### src/pkg/umpo_consts.svh
`ifndef UMPO_CONSTS_SVH
`define UMPO_CONSTS_SVH

// Register offsets
`define UMPO_A_MODE   4'h0
`define UMPO_A_FLOW   4'h1
`define UMPO_A_OPT    4'h2
`define UMPO_A_DIV    4'h3
`define UMPO_A_TXBUF  4'h4
`define UMPO_A_RXBUF  4'h5
`define UMPO_A_STAT   4'h6
`define UMPO_A_PDIR   4'h7
`define UMPO_A_PDAT   4'h8

// Mode register bits
`define UMPO_B_CKSEL  3
`define UMPO_B_SLEEP  7
// Flow register bits
`define UMPO_B_FSEL   2
`define UMPO_B_FDIS   4
`define UMPO_B_ODRN   5
// Option register bits
`define UMPO_B_TXEN   0
`define UMPO_B_RXEN   2
`define UMPO_B_PREV   5
`define UMPO_B_DINV   6
// Port direction and data bits
`define UMPO_B_PSIN   0
`define UMPO_B_PBCLK  1
`define UMPO_B_PFLOW  2
// Status bits
`define UMPO_B_TXBSY  0
`define UMPO_B_TXBE   1
`define UMPO_B_RXFUL  2
`define UMPO_B_BCOL   3
`define UMPO_B_SINL   4
`define UMPO_B_BCLKL  5
`define UMPO_B_FLOWL  6

// Channel code with polarity, inversion and collision options
`define UMPO_CH2      2'h2

// Oversampling and frame counts
`define UMPO_OVS_LAST 4'hF
`define UMPO_OVS_MID  4'h7
`define UMPO_BIT_LAST 3'h7

`endif

### src/pkg/umpo_pkg.sv
package umpo_pkg;

  typedef enum logic [1:0] {TX_IDLE, TX_START, TX_DATA, TX_STOP} umpo_tx_e;
  typedef enum logic [1:0] {RX_IDLE, RX_START, RX_DATA, RX_STOP} umpo_rx_e;

  typedef struct packed {
    logic [7:0] mode;
    logic [7:0] flow;
    logic [7:0] opt;
    logic [7:0] div;
    logic [7:0] pdir;
    logic [7:0] pdat;
    logic [7:0] txbuf;
    logic       tx_full;
    umpo_tx_e   tx_st;
    logic [7:0] tx_sh;
    logic [3:0] tx_ovs;
    logic [2:0] tx_bit;
    logic       tx_low;
    umpo_rx_e   rx_st;
    logic [7:0] rx_sh;
    logic [3:0] rx_ovs;
    logic [2:0] rx_bit;
    logic [7:0] rx_buf;
    logic       rx_full;
    logic       bc_flag;
    logic       bc_req;
    logic       rx_req;
    logic [7:0] rd_data;
    logic       sout;
    logic       sout_oe;
    logic       bclk_o;
    logic       bclk_oe;
    logic       flow_o;
    logic       flow_oe;
  } umpo_state_s;

  typedef struct packed {
    logic       ext_q;
    logic [7:0] cnt;
    logic       tick;
  } umpo_bg_s;

endpackage

### src/rtl/umpo_bitgen.sv
`timescale 1ns/1ps
`include "umpo_consts.svh"

module umpo_bitgen (
  input  wire logic       ref_clk,
  input  wire logic       sys_rst,
  input  wire logic       ext_sel,
  input  wire logic       ext_level,
  input  wire logic [7:0] div,
  output logic            tick
);
  import umpo_pkg::*;

  umpo_bg_s bg_ff;
  umpo_bg_s nxt_bg;
  logic     src;

  // One count per cycle, or per rising edge of the external clock
  assign src = ext_sel ? (ext_level & ~bg_ff.ext_q) : 1'b1;

  always_comb begin
    nxt_bg       = bg_ff;
    nxt_bg.ext_q = ext_level;
    nxt_bg.tick  = 1'b0;
    if (src) begin
      // Reload also when a smaller divider was just written
      if (bg_ff.cnt >= div) begin
        nxt_bg.cnt  = 8'h00;
        nxt_bg.tick = 1'b1;
      end else begin
        nxt_bg.cnt = bg_ff.cnt + 8'h01;
      end
    end
  end

  always_ff @(posedge ref_clk or posedge sys_rst) begin
    if (sys_rst) begin
      bg_ff <= '0;
    end else begin
      bg_ff <= nxt_bg;
    end
  end

  assign tick = bg_ff.tick;
endmodule

### src/rtl/umpo_top.sv
// Decided for this implementation: the register offsets and the address-and-strobe port.
`timescale 1ns/1ps
`include "umpo_consts.svh"

// Function
// - Clock select 0 frees bit-clock pin to port use; internal clock drives channel.
// - Channels 0/1, clock select 1, direction cleared: bit-clock pin is transfer clock.
// - Flow enabled, select 0, direction input: flow pin is active-low clear-to-send.
// - Flow enabled, select 1: flow pin drives active-low request-to-send.
// - Flow disabled: no handshake, flow pin is a general port.
// - Channels 0/1 with sleep bit set: receiver listens only to addressed characters.
// - In sleep, accept only characters whose top data bit is one.
// - Channel 2 inversion flips data on transmit-buffer write and receive-buffer read.
// - Channel 2 polarity reverse flips every line bit on serial-out and serial-in.
// - Channel 2 collision check samples driven and received line levels each bit.
// - Differing sampled levels raise a collision request.
// - Serial-out drives high from enable until transfer; floats if open-drain.
// - Inversion touches character bits only; start and stop keep levels.
module umpo_top #(
  parameter logic [1:0] CHANNEL = 2'h0
) (
  input  wire logic       ref_clk,
  input  wire logic       sys_rst,
  input  wire logic [3:0] reg_addr,
  input  wire logic [7:0] reg_wdata,
  input  wire logic       reg_wr,
  input  wire logic       reg_rd,
  output logic      [7:0] reg_rdata,
  output logic            serial_out_pin_o,
  output logic            serial_out_pin_oe,
  input  wire logic       serial_in_pin_i,
  input  wire logic       bit_clock_pin_i,
  output logic            bit_clock_pin_o,
  output logic            bit_clock_pin_oe,
  input  wire logic       flow_control_pin_i,
  output logic            flow_control_pin_o,
  output logic            flow_control_pin_oe,
  output logic            rx_req,
  output logic            bc_req
);
  import umpo_pkg::*;

  umpo_state_s st_ff;
  umpo_state_s nxt_st;

  logic       is_ch2;
  logic       ext_ok;
  logic       ext_sel;
  logic       tick;
  logic       tx_en;
  logic       rx_en;
  logic       open_drain;
  logic       prev_on;
  logic       dinv_on;
  logic       sleep_on;
  logic       cts_on;
  logic       cts_ok;
  logic       rts_ready;
  logic       rx_line;
  logic       tx_busy;
  logic       bc_sample;
  logic       bc_diff;
  logic       sout_lvl;
  logic [7:0] stat_v;

  assign is_ch2     = (CHANNEL == `UMPO_CH2);
  assign ext_ok     = ~is_ch2;
  assign tx_en      = st_ff.opt[`UMPO_B_TXEN];
  assign rx_en      = st_ff.opt[`UMPO_B_RXEN];
  assign open_drain = st_ff.flow[`UMPO_B_ODRN];
  assign prev_on    = is_ch2 & st_ff.opt[`UMPO_B_PREV];
  assign dinv_on    = is_ch2 & st_ff.opt[`UMPO_B_DINV];
  assign sleep_on   = ~is_ch2 & st_ff.mode[`UMPO_B_SLEEP];
  assign tx_busy    = (st_ff.tx_st != TX_IDLE);

  // External bit clock only on channels 0/1 with the pin as input
  assign ext_sel = ext_ok & st_ff.mode[`UMPO_B_CKSEL] & ~st_ff.pdir[`UMPO_B_PBCLK];

  // Clear-to-send gating
  assign cts_on = ~st_ff.flow[`UMPO_B_FDIS] & ~st_ff.flow[`UMPO_B_FSEL]
                & ~st_ff.pdir[`UMPO_B_PFLOW];
  assign cts_ok = ~cts_on | ~flow_control_pin_i;

  // Request-to-send asserted while receiver can take a character
  assign rts_ready = rx_en & ~st_ff.rx_full;

  // Line levels after optional polarity reversal
  assign rx_line  = prev_on ? ~serial_in_pin_i : serial_in_pin_i;
  assign sout_lvl = prev_on ? st_ff.tx_low : ~st_ff.tx_low;

  // Collision sample once per transmitted bit
  assign bc_sample = is_ch2 & tick & tx_busy & (st_ff.tx_ovs == `UMPO_OVS_MID);
  assign bc_diff   = st_ff.sout ^ serial_in_pin_i;

  always_comb begin
    stat_v                 = 8'h00;
    stat_v[`UMPO_B_TXBSY]  = tx_busy;
    stat_v[`UMPO_B_TXBE]   = ~st_ff.tx_full;
    stat_v[`UMPO_B_RXFUL]  = st_ff.rx_full;
    stat_v[`UMPO_B_BCOL]   = st_ff.bc_flag;
    stat_v[`UMPO_B_SINL]   = serial_in_pin_i;
    stat_v[`UMPO_B_BCLKL]  = bit_clock_pin_i;
    stat_v[`UMPO_B_FLOWL]  = flow_control_pin_i;
  end

  umpo_bitgen u_bitgen (
    .ref_clk   (ref_clk),
    .sys_rst   (sys_rst),
    .ext_sel   (ext_sel),
    .ext_level (bit_clock_pin_i),
    .div       (st_ff.div),
    .tick      (tick)
  );

  always_comb begin
    nxt_st         = st_ff;
    nxt_st.rx_req  = 1'b0;
    nxt_st.bc_req  = 1'b0;
    nxt_st.rd_data = 8'h00;

    // Transmitter
    case (st_ff.tx_st)
      TX_IDLE: begin
        if (tx_en && st_ff.tx_full && cts_ok) begin
          nxt_st.tx_sh   = st_ff.txbuf;
          nxt_st.tx_full = 1'b0;
          nxt_st.tx_ovs  = 4'h0;
          nxt_st.tx_low  = 1'b1;
          nxt_st.tx_st   = TX_START;
        end
      end
      TX_START: begin
        if (tick) begin
          nxt_st.tx_ovs = st_ff.tx_ovs + 4'h1;
          if (st_ff.tx_ovs == `UMPO_OVS_LAST) begin
            nxt_st.tx_bit = 3'h0;
            nxt_st.tx_low = ~st_ff.tx_sh[0];
            nxt_st.tx_st  = TX_DATA;
          end
        end
      end
      TX_DATA: begin
        if (tick) begin
          nxt_st.tx_ovs = st_ff.tx_ovs + 4'h1;
          if (st_ff.tx_ovs == `UMPO_OVS_LAST) begin
            if (st_ff.tx_bit == `UMPO_BIT_LAST) begin
              nxt_st.tx_low = 1'b0;
              nxt_st.tx_st  = TX_STOP;
            end else begin
              nxt_st.tx_sh  = {1'b0, st_ff.tx_sh[7:1]};
              nxt_st.tx_low = ~st_ff.tx_sh[1];
              nxt_st.tx_bit = st_ff.tx_bit + 3'h1;
            end
          end
        end
      end
      TX_STOP: begin
        if (tick) begin
          nxt_st.tx_ovs = st_ff.tx_ovs + 4'h1;
          if (st_ff.tx_ovs == `UMPO_OVS_LAST) begin
            nxt_st.tx_st = TX_IDLE;
          end
        end
      end
      default: begin
        nxt_st.tx_st = TX_IDLE;
      end
    endcase

    // Register writes
    if (reg_wr) begin
      if (reg_addr == `UMPO_A_MODE) begin
        nxt_st.mode = reg_wdata;
      end else if (reg_addr == `UMPO_A_FLOW) begin
        nxt_st.flow = reg_wdata;
      end else if (reg_addr == `UMPO_A_OPT) begin
        nxt_st.opt = reg_wdata;
      end else if (reg_addr == `UMPO_A_DIV) begin
        nxt_st.div = reg_wdata;
      end else if (reg_addr == `UMPO_A_TXBUF) begin
        nxt_st.txbuf   = dinv_on ? ~reg_wdata : reg_wdata;
        nxt_st.tx_full = 1'b1;
      end else if (reg_addr == `UMPO_A_STAT) begin
        if (reg_wdata[`UMPO_B_BCOL]) begin
          nxt_st.bc_flag = 1'b0;
        end
      end else if (reg_addr == `UMPO_A_PDIR) begin
        nxt_st.pdir = reg_wdata;
      end else if (reg_addr == `UMPO_A_PDAT) begin
        nxt_st.pdat = reg_wdata;
      end
    end

    // Register reads
    if (reg_rd) begin
      if (reg_addr == `UMPO_A_MODE) begin
        nxt_st.rd_data = st_ff.mode;
      end else if (reg_addr == `UMPO_A_FLOW) begin
        nxt_st.rd_data = st_ff.flow;
      end else if (reg_addr == `UMPO_A_OPT) begin
        nxt_st.rd_data = st_ff.opt;
      end else if (reg_addr == `UMPO_A_DIV) begin
        nxt_st.rd_data = st_ff.div;
      end else if (reg_addr == `UMPO_A_RXBUF) begin
        nxt_st.rd_data = dinv_on ? ~st_ff.rx_buf : st_ff.rx_buf;
        nxt_st.rx_full = 1'b0;
      end else if (reg_addr == `UMPO_A_STAT) begin
        nxt_st.rd_data = stat_v;
      end else if (reg_addr == `UMPO_A_PDIR) begin
        nxt_st.rd_data = st_ff.pdir;
      end else if (reg_addr == `UMPO_A_PDAT) begin
        nxt_st.rd_data = st_ff.pdat;
      end
    end

    // Receiver
    case (st_ff.rx_st)
      RX_IDLE: begin
        if (rx_en && !rx_line) begin
          nxt_st.rx_ovs = 4'h0;
          nxt_st.rx_st  = RX_START;
        end
      end
      RX_START: begin
        if (tick) begin
          nxt_st.rx_ovs = st_ff.rx_ovs + 4'h1;
          if (st_ff.rx_ovs == `UMPO_OVS_MID) begin
            nxt_st.rx_ovs = 4'h0;
            nxt_st.rx_bit = 3'h0;
            nxt_st.rx_st  = rx_line ? RX_IDLE : RX_DATA;
          end
        end
      end
      RX_DATA: begin
        if (tick) begin
          nxt_st.rx_ovs = st_ff.rx_ovs + 4'h1;
          if (st_ff.rx_ovs == `UMPO_OVS_LAST) begin
            nxt_st.rx_sh  = {rx_line, st_ff.rx_sh[7:1]};
            nxt_st.rx_bit = st_ff.rx_bit + 3'h1;
            if (st_ff.rx_bit == `UMPO_BIT_LAST) begin
              nxt_st.rx_st = RX_STOP;
            end
          end
        end
      end
      RX_STOP: begin
        if (tick) begin
          nxt_st.rx_ovs = st_ff.rx_ovs + 4'h1;
          if (st_ff.rx_ovs == `UMPO_OVS_LAST) begin
            nxt_st.rx_st = RX_IDLE;
            if (!sleep_on || st_ff.rx_sh[7]) begin
              nxt_st.rx_buf  = st_ff.rx_sh;
              nxt_st.rx_full = 1'b1;
              nxt_st.rx_req  = 1'b1;
            end
          end
        end
      end
      default: begin
        nxt_st.rx_st = RX_IDLE;
      end
    endcase

    // Collision detection, set wins over clear
    if (bc_sample && bc_diff) begin
      nxt_st.bc_req  = 1'b1;
      nxt_st.bc_flag = 1'b1;
    end

    // Serial-out pin, high while idle, floats when open-drain high
    nxt_st.sout    = sout_lvl;
    nxt_st.sout_oe = tx_en & (open_drain ? ~sout_lvl : 1'b1);

    // Bit-clock pin
    if (ext_ok && st_ff.mode[`UMPO_B_CKSEL] && !st_ff.pdir[`UMPO_B_PBCLK]) begin
      nxt_st.bclk_oe = 1'b0;
      nxt_st.bclk_o  = 1'b0;
    end else begin
      nxt_st.bclk_oe = st_ff.pdir[`UMPO_B_PBCLK];
      nxt_st.bclk_o  = st_ff.pdat[`UMPO_B_PBCLK];
    end

    // Flow-control pin
    if (!st_ff.flow[`UMPO_B_FDIS] && st_ff.flow[`UMPO_B_FSEL]) begin
      nxt_st.flow_oe = 1'b1;
      nxt_st.flow_o  = ~rts_ready;
    end else begin
      nxt_st.flow_oe = st_ff.pdir[`UMPO_B_PFLOW];
      nxt_st.flow_o  = st_ff.pdat[`UMPO_B_PFLOW];
    end
  end

  always_ff @(posedge ref_clk or posedge sys_rst) begin
    if (sys_rst) begin
      st_ff <= '0;
    end else begin
      st_ff <= nxt_st;
    end
  end

  assign reg_rdata           = st_ff.rd_data;
  assign serial_out_pin_o    = st_ff.sout;
  assign serial_out_pin_oe   = st_ff.sout_oe;
  assign bit_clock_pin_o     = st_ff.bclk_o;
  assign bit_clock_pin_oe    = st_ff.bclk_oe;
  assign flow_control_pin_o  = st_ff.flow_o;
  assign flow_control_pin_oe = st_ff.flow_oe;
  assign rx_req              = st_ff.rx_req;
  assign bc_req              = st_ff.bc_req;
endmodule

### config.mk
export PLATFORM = sky130hd
export DESIGN_NAME = umpo_top
export DESIGN_NICKNAME = d
export VERILOG_FILES = /design/src/pkg/umpo_pkg.sv /design/src/rtl/umpo_bitgen.sv /design/src/rtl/umpo_top.sv
export VERILOG_INCLUDE_DIRS = /design/src /design/src/pkg
export SDC_FILE = /design/constraint.sdc
export NUM_CORES = 1
export LEC_CHECK = 0
export BUFFER_PORTS_ARGS = -buffer_cell sky130_fd_sc_hd__buf_2
export CAP_MARGIN = 10
export CORE_MARGIN = 2
export CORE_UTILIZATION = 31
export CTS_BUF_LIST = sky130_fd_sc_hd__clkbuf_8 sky130_fd_sc_hd__clkbuf_16
export CTS_CLUSTER_SIZE = 30
export DETAILED_ROUTE_END_ITERATION = 16
export PLACE_DENSITY = 0.55
export RECOVER_POWER = 100
export SYNTH_ARGS = -nofsm -noshare
export SYNTH_HDL_FRONTEND = slang
export SYNTH_HIERARCHICAL = 1
export SYNTH_SLANG_ARGS = --single-unit
export TNS_END_PERCENT = 5
### constraint.sdc
create_clock -name ref_clk -period 4.4 [get_ports ref_clk]
set_clock_uncertainty 0.05 [all_clocks]
set_input_delay 1.1 -clock ref_clk [delete_from_list [all_inputs] [get_ports ref_clk]]
set_output_delay 1.1 -clock ref_clk [all_outputs]
set_load 0.05 [all_outputs]
==> impl_metrics.ini, run 1 <==
[run_status]
status = finished with violations
violations = max-capacitance violations

[yosys]
synthTopCellsByCount = dfrtp_1 (126), mux2_2 (82), o21ai_0 (37)
yosysMostFrequentCell = dfrtp_1
syn_inst = 561
synth_ff_type = dfrtp_1
syn_nets = 600
ys_seq_area_share_pct = 48.27
ys_types = 72
netlist_area_sq_mm = 0.006533
synth_seq_cells = 126
synth.top_cell.area_share_pct = 48.27
synth_edf_count = 0
async_flop_share_pct = 100.0
synth_area_leaders = dfrtp_1 (48%), mux2_2 (14%), ha_1 (3.8%)
synth_area_leader_cell = dfrtp_1
avgSynthCellArea_sq_um = 11.64
yosysWarnings = 6

[cells_and_area]
top_register = st_ff
drive_above_1_share_pct = 24.75
syn_to_final_growth_pct = 12.12
nFillCells = 2093
diodes = 0
stdcell_count = 869
largest_reg_flops = 98
final_nets = 620

[sta]
slew_headroom_pct = 0.7894
whs_ns = 0.3773
setup_viol = 0
timing.fmax_ghz = 0.3067
fin_ws_ns = 1.140
period_share_pct = 74.10
rsz0062_at_grt = no
fin_crit_ns = 3.260
tightest_slew_ns = 1.467
slew_violations = 0
fin_setup_tns_ns = 0
timing_hold_violations_final = 0

[worst_setup_path]
crit_required_ns = 4.62
cp_max_fo = 35
slowest_stage = nor4b_1
end_kind = flip-flop
cp.arrival_ns = 3.48
start_kind = input port
path_class = input port to flip-flop
max_stage_delay_ns = 1.28
path_cells = buf_2, nor4b_1, a32o_1, o21ai_0, a221oi_1
worst-path-buf-inv = 1
reg2reg_depth = 4
cp_top_family = simple AND/OR/NAND/NOR gates
path_depth = 5

[routing]
ant_nets = 0
drtIter0Drc = 331
num_vias = 4493
drc_errors = 0
routed_wl_um = 15700
routedWlPerCell_um = 18.06
via_per_inst = 5.170
dr.pass1.iters = 5

[global_route]
grtUsageTotal_pct = 15.03
grt_pass1_wl_um = 25610
globalRouteMet1Util_pct = 19.88
use_met2_pct = 23.36
globalRouteOverflowTotal = 0
top_usage_layer = met2
grtUsageMet3_pct = 4.312
grt_pass1_vias = 4721
grt_antenna_before_repair = 0
grt_max_degree = 117

[placement]
pre_cts_slack_ns = 1.390
gp_congestion = 0.8814
portBuffers = 33
place_hpwl_um = 11000
dp_cells = 837

[power_and_ir_drop]
p_int_uw = 2713
power.density_mw_per_mm2 = 565.9
pwr-share-seq_pct = 40.9
clkPwrFrac_pct = 32.3
p_switching_uw = 1432
p_sw_share_pct = 34.54
pwr-share-comb_pct = 26.7
p_leak_uw = 0.003272
ir_worst_vdd_mv = 0.3013

[floorplan]
coreArea_sq_mm = 0.02082
num_rows = 53
io_pins = 35
die_h_um = 149.2
die_x_um = 149.2
initial_core_util_pct = 31.37
design.die.area_sq_mm = 0.02225

[clock_tree]
cts_buffers = 17
htree_levels = 4
cts_setup_buffers = 0
cts_tree = yes
cts_root_buf = clkbuf_16
hold_buffers = 0
cts_resized = 0
cts.reportedPaths.clkPinSlew_ns = 0.06
insertion_delay_ns = 0.42
numClockSinks = 126
clock_path_buffers = 2

[job]
maxCapViolations = 1

[worst_hold_path]
hold_class = flip-flop to flip-flop
min_path_cells = 1
kinds of logic (layout without fill, tap and decap cells):
kind of cell / count (synthesis) / after routing / synth area share (%)
buffers and inverters: 55 / 88 / 4.310
AND/OR/NAND/NOR: 129 / 129 / 12.56
AO/OA/AOI/OAI: 135 / 135 / 14.84
other: 1 / 1 / 0.05741
flip-flops: 126 / 126 / 48.27
adder cells (fa/ha/maj): 20 / 20 / 3.831
multiplexers: 94 / 94 / 15.99
XOR/XNOR: 1 / 1 / 0.1341
path summary, 6_finish.rpt:
kind	start	to	slack, ns
hold / removal	st_ff[43]	serial_out_pin_o	0.38
max in group asynchronous	sys_rst	st_ff[100]	2.96
setup reg to reg	st_ff[29]	st_ff[38]	1.83
min in group asynchronous	sys_rst	u_bitgen/bg_ff[7]	0.63
setup / recovery	reg_addr[0]	reg_rdata[0]	1.14
hold reg to reg	st_ff[43]	serial_out_pin_o	0.38
power by group through the flow:
stage	Combinational [uW]	Clock [uW]	Sequential, uW
6_report	1110	1340	1700
5_1_grt	1250	1430	1730
2_1_floorplan	906	0	1660
4_1_cts	1150	1370	1690
3_3_place_gp	1090	0	1700
3_5_place_dp	1140	0	1710
area by class of cell:
type,count,area (sq um),area share (%)
multi-input cells,380,3013,41.13
clock inverters,13,116.4,1.589
well taps,275,344.1,4.698
inverters,21,80.08,1.093
clock buffers,19,452.9,6.184
flip-flops and latches,126,3153,43.05
repair buffers,35,165.2,2.255
worst register-to-register path, cell delays in order, from the launching register on:
cell	delay [ns]
dfrtp_1	0.39
ha_1	0.28
nand3_1	0.19
nor3_1	1.10
mux2_2	0.44
layer usage:
metal	up-vias	wire length (um)
met2	109	7322
met4	0	391
met3	27	592
met1	2259	7388
li1	2098	-
met5	-	0
layout by cell type, fill, tap and decap left out, types with 3 or more instances in the layout:
| cell type | n |
|---|---|
| clkbuf_1 | 20 |
| mux2_2 | 82 |
| dfrtp_1 | 126 |
| nor2b_1 | 16 |
| a22o_1 | 12 |
| nor2_1 | 12 |
| and3_1 | 5 |
| nand2b_1 | 18 |
| o2bb2ai_1 | 6 |
| a221oi_1 | 3 |
| a211oi_1 | 6 |
| o21ai_0 | 39 |
| nand2_1 | 24 |
| nor3_1 | 3 |
| a32oi_1 | 5 |
| nor3b_1 | 4 |
| or2_2 | 4 |
| a21oi_1 | 22 |
| a211o_1 | 4 |
| a21o_1 | 9 |
| mux2i_1 | 11 |
| o221ai_1 | 5 |
| o21bai_1 | 3 |
| buf_2 | 14 |
| clkinvlp_4 | 5 |
| ha_1 | 20 |
| nand3_1 | 15 |
| clkbuf_16 | 17 |
| inv_1 | 21 |
| nand4_1 | 6 |
stage by stage:
step                      total power [uW]  cell area, sq um  util, %
final                                 4145              7325    35.18
after global routing                  4409              7325    35.18
after CTS                             4215              7438    35.72
after global placement                2798              6869    32.99
after floorplan                       2568              6533        -
after detailed placement              2854              6869    32.99
No activity file was read; power rests on OpenSTA's default activity.
==> run 2, diff against run 1 <==
- PLACE_DENSITY: 0.55 -> 0.53
- clock period: 4.4 -> 3.3 ns (I/O delays scaled with it)
==> run 2 against run 1 <==
Against the previous run: the flow finishes with violations (max-capacitance violations, max-slew violations); sequential power rose by 33%; utilization grew 0.26 points; count of clock-buffer cells in the layout rose by 2; total power up 35%; critical path type is now flip-flop to flip-flop; largest cell class unchanged; highest routed layer unchanged.
==> impl_metrics.ini, run 2 (synthesized netlist as in run 1, its figures left out) <==
[run_status]
status = finished with violations
violations = max-capacitance violations, max-slew violations

[power_and_ir_drop]
ir_worst_vdd_mv = 0.3239
p_leak_uw = 0.003317
power.density_mw_per_mm2 = 758.1

[cells_and_area]
diodes = 0
multi_input_area_sq_mm = 0.003032
drive_above_1_share_pct = 24.75
mostFrequentLayoutCell = dfrtp_1
top_register = st_ff
stdcell_count = 869
seq_area_sq_mm = 0.003153
syn_to_final_growth_pct = 12.97
nFillCells = 2103
final_cell_mix = dfrtp_1 (126), mux2_2 (81), o21ai_0 (39)
final_nets = 623
finalInstanceArea_sq_mm = 0.007380
largest_reg_flops = 98

[routing]
ant_nets = 0
num_vias = 4502
routed_wl_um = 15910
routedWlPerCell_um = 18.31
via_per_inst = 5.181
drtIter0Drc = 307
drc_errors = 0
dr.pass1.iters = 5

[clock_tree]
numClockSinks = 126
cts_tree = yes
hold_buffers = 0
cts_resized = 0
insertion_delay_ns = 0.42
clock_path_buffers = 2
cts.reportedPaths.clkPinSlew_ns = 0.06
cts_setup_buffers = 0
cts_buffers = 17
htree_levels = 4
cts_root_buf = clkbuf_16

[placement]
gp_congestion = 0.8595
placed_area_sq_mm = 0.006905
place_hpwl_um = 11250
portBuffers = 33
dp_cells = 840

[sta]
slew_headroom_pct = -10.61
setup_viol = 0
fin_setup_tns_ns = 0
tightest_slew_ns = 1.650
slew_violations = 30
period_share_pct = 77.09
whs_ns = 0.3328
fin_crit_ns = 2.544
rsz0062_at_grt = no
timing.fmax_ghz = 0.3931
timing_hold_violations_final = 0

[floorplan]
design.die.area_sq_mm = 0.02225
num_rows = 53
die_h_um = 149.2
die_x_um = 149.2
initial_core_util_pct = 31.37
coreArea_sq_mm = 0.02082
io_pins = 35

[worst_setup_path]
cp.arrival_ns = 2.79
crit_required_ns = 3.55
path_class = flip-flop to flip-flop
start_kind = flip-flop
end_kind = flip-flop
cp_max_fo = 18

[global_route]
grtUsageTotal_pct = 15.29
grt_antenna_before_repair = 0
grt_max_degree = 53
grt_pass1_wl_um = 26010
globalRouteOverflowTotal = 0
grt_pass1_vias = 4801

[job]
maxCapViolations = 1

[worst_hold_path]
hold_class = input port to async pin
## run 2: stage by stage
stage / utilization [%] / setup slack (ns) / total power, uW
finish: 35.44 / 0.7560 / 5594
global route: 35.44 / 0.5549 / 5943
CTS: 35.92 / 1.210 / 5692
detailed placement: 33.16 / 0.7558 / 3835
global placement: 33.16 / 0.7919 / 3760
floorplan: - / 1.012 / 3424
## run 2: layer usage
layer | part of all wire (%) | track usage (%) | wire length [um] | vias to the layer above
met1 | 47 | 20.61 | 7523 | 2298
met5 | 0 | 0 | 0 | -
li1 | - | - | - | 2099
met2 | 47 | 23.59 | 7487 | 89
met3 | 4.0 | 4.251 | 641 | 16
met4 | 1.6 | 5.476 | 261 | 0
## run 2: final timing paths
kind | start | endpoint | slack (ns) | depth (start not counted)
max | st_ff[59] | st_ff[57] | 0.76 | 6
min | sys_rst | u_bitgen/bg_ff[2] | 0.33 | 2
max reg2reg | st_ff[59] | st_ff[57] | 0.76 | 6
min reg2reg | st_ff[43] | serial_out_pin_o | 0.38 | 1
max in group asynchronous | sys_rst | st_ff[45] | 1.54 | 3
min in group ref_clk | st_ff[43] | serial_out_pin_o | 0.38 | 1
## run 2: cell type report
cell class | instances | share of cell area, %
Clock buffer | 21 | 6.511
Sequential cell | 126 | 42.73
Timing Repair Buffer | 38 | 2.679
Inverter | 21 | 1.085
Tap cell | 275 | 4.663
Clock inverter | 8 | 1.255
Multi-Input combinational cell | 380 | 41.08
## run 2: worst max-delay path, stage by stage (launching register included)
cell and delay, ns:
dfrtp_1 0.40, inv_1 0.13, ha_1 0.36, clkbuf_1 0.60
o21ai_0 0.25, o211ai_2 0.25, mux2_2 0.39
## run 2: report_power, final
part	total [uW]	leakage, uW	switching, uW	internal [uW]
Sequential	2260	0.00161	352	1910
Clock	1830	0.000285	664	1170
Combinational	1500	0.00143	854	644
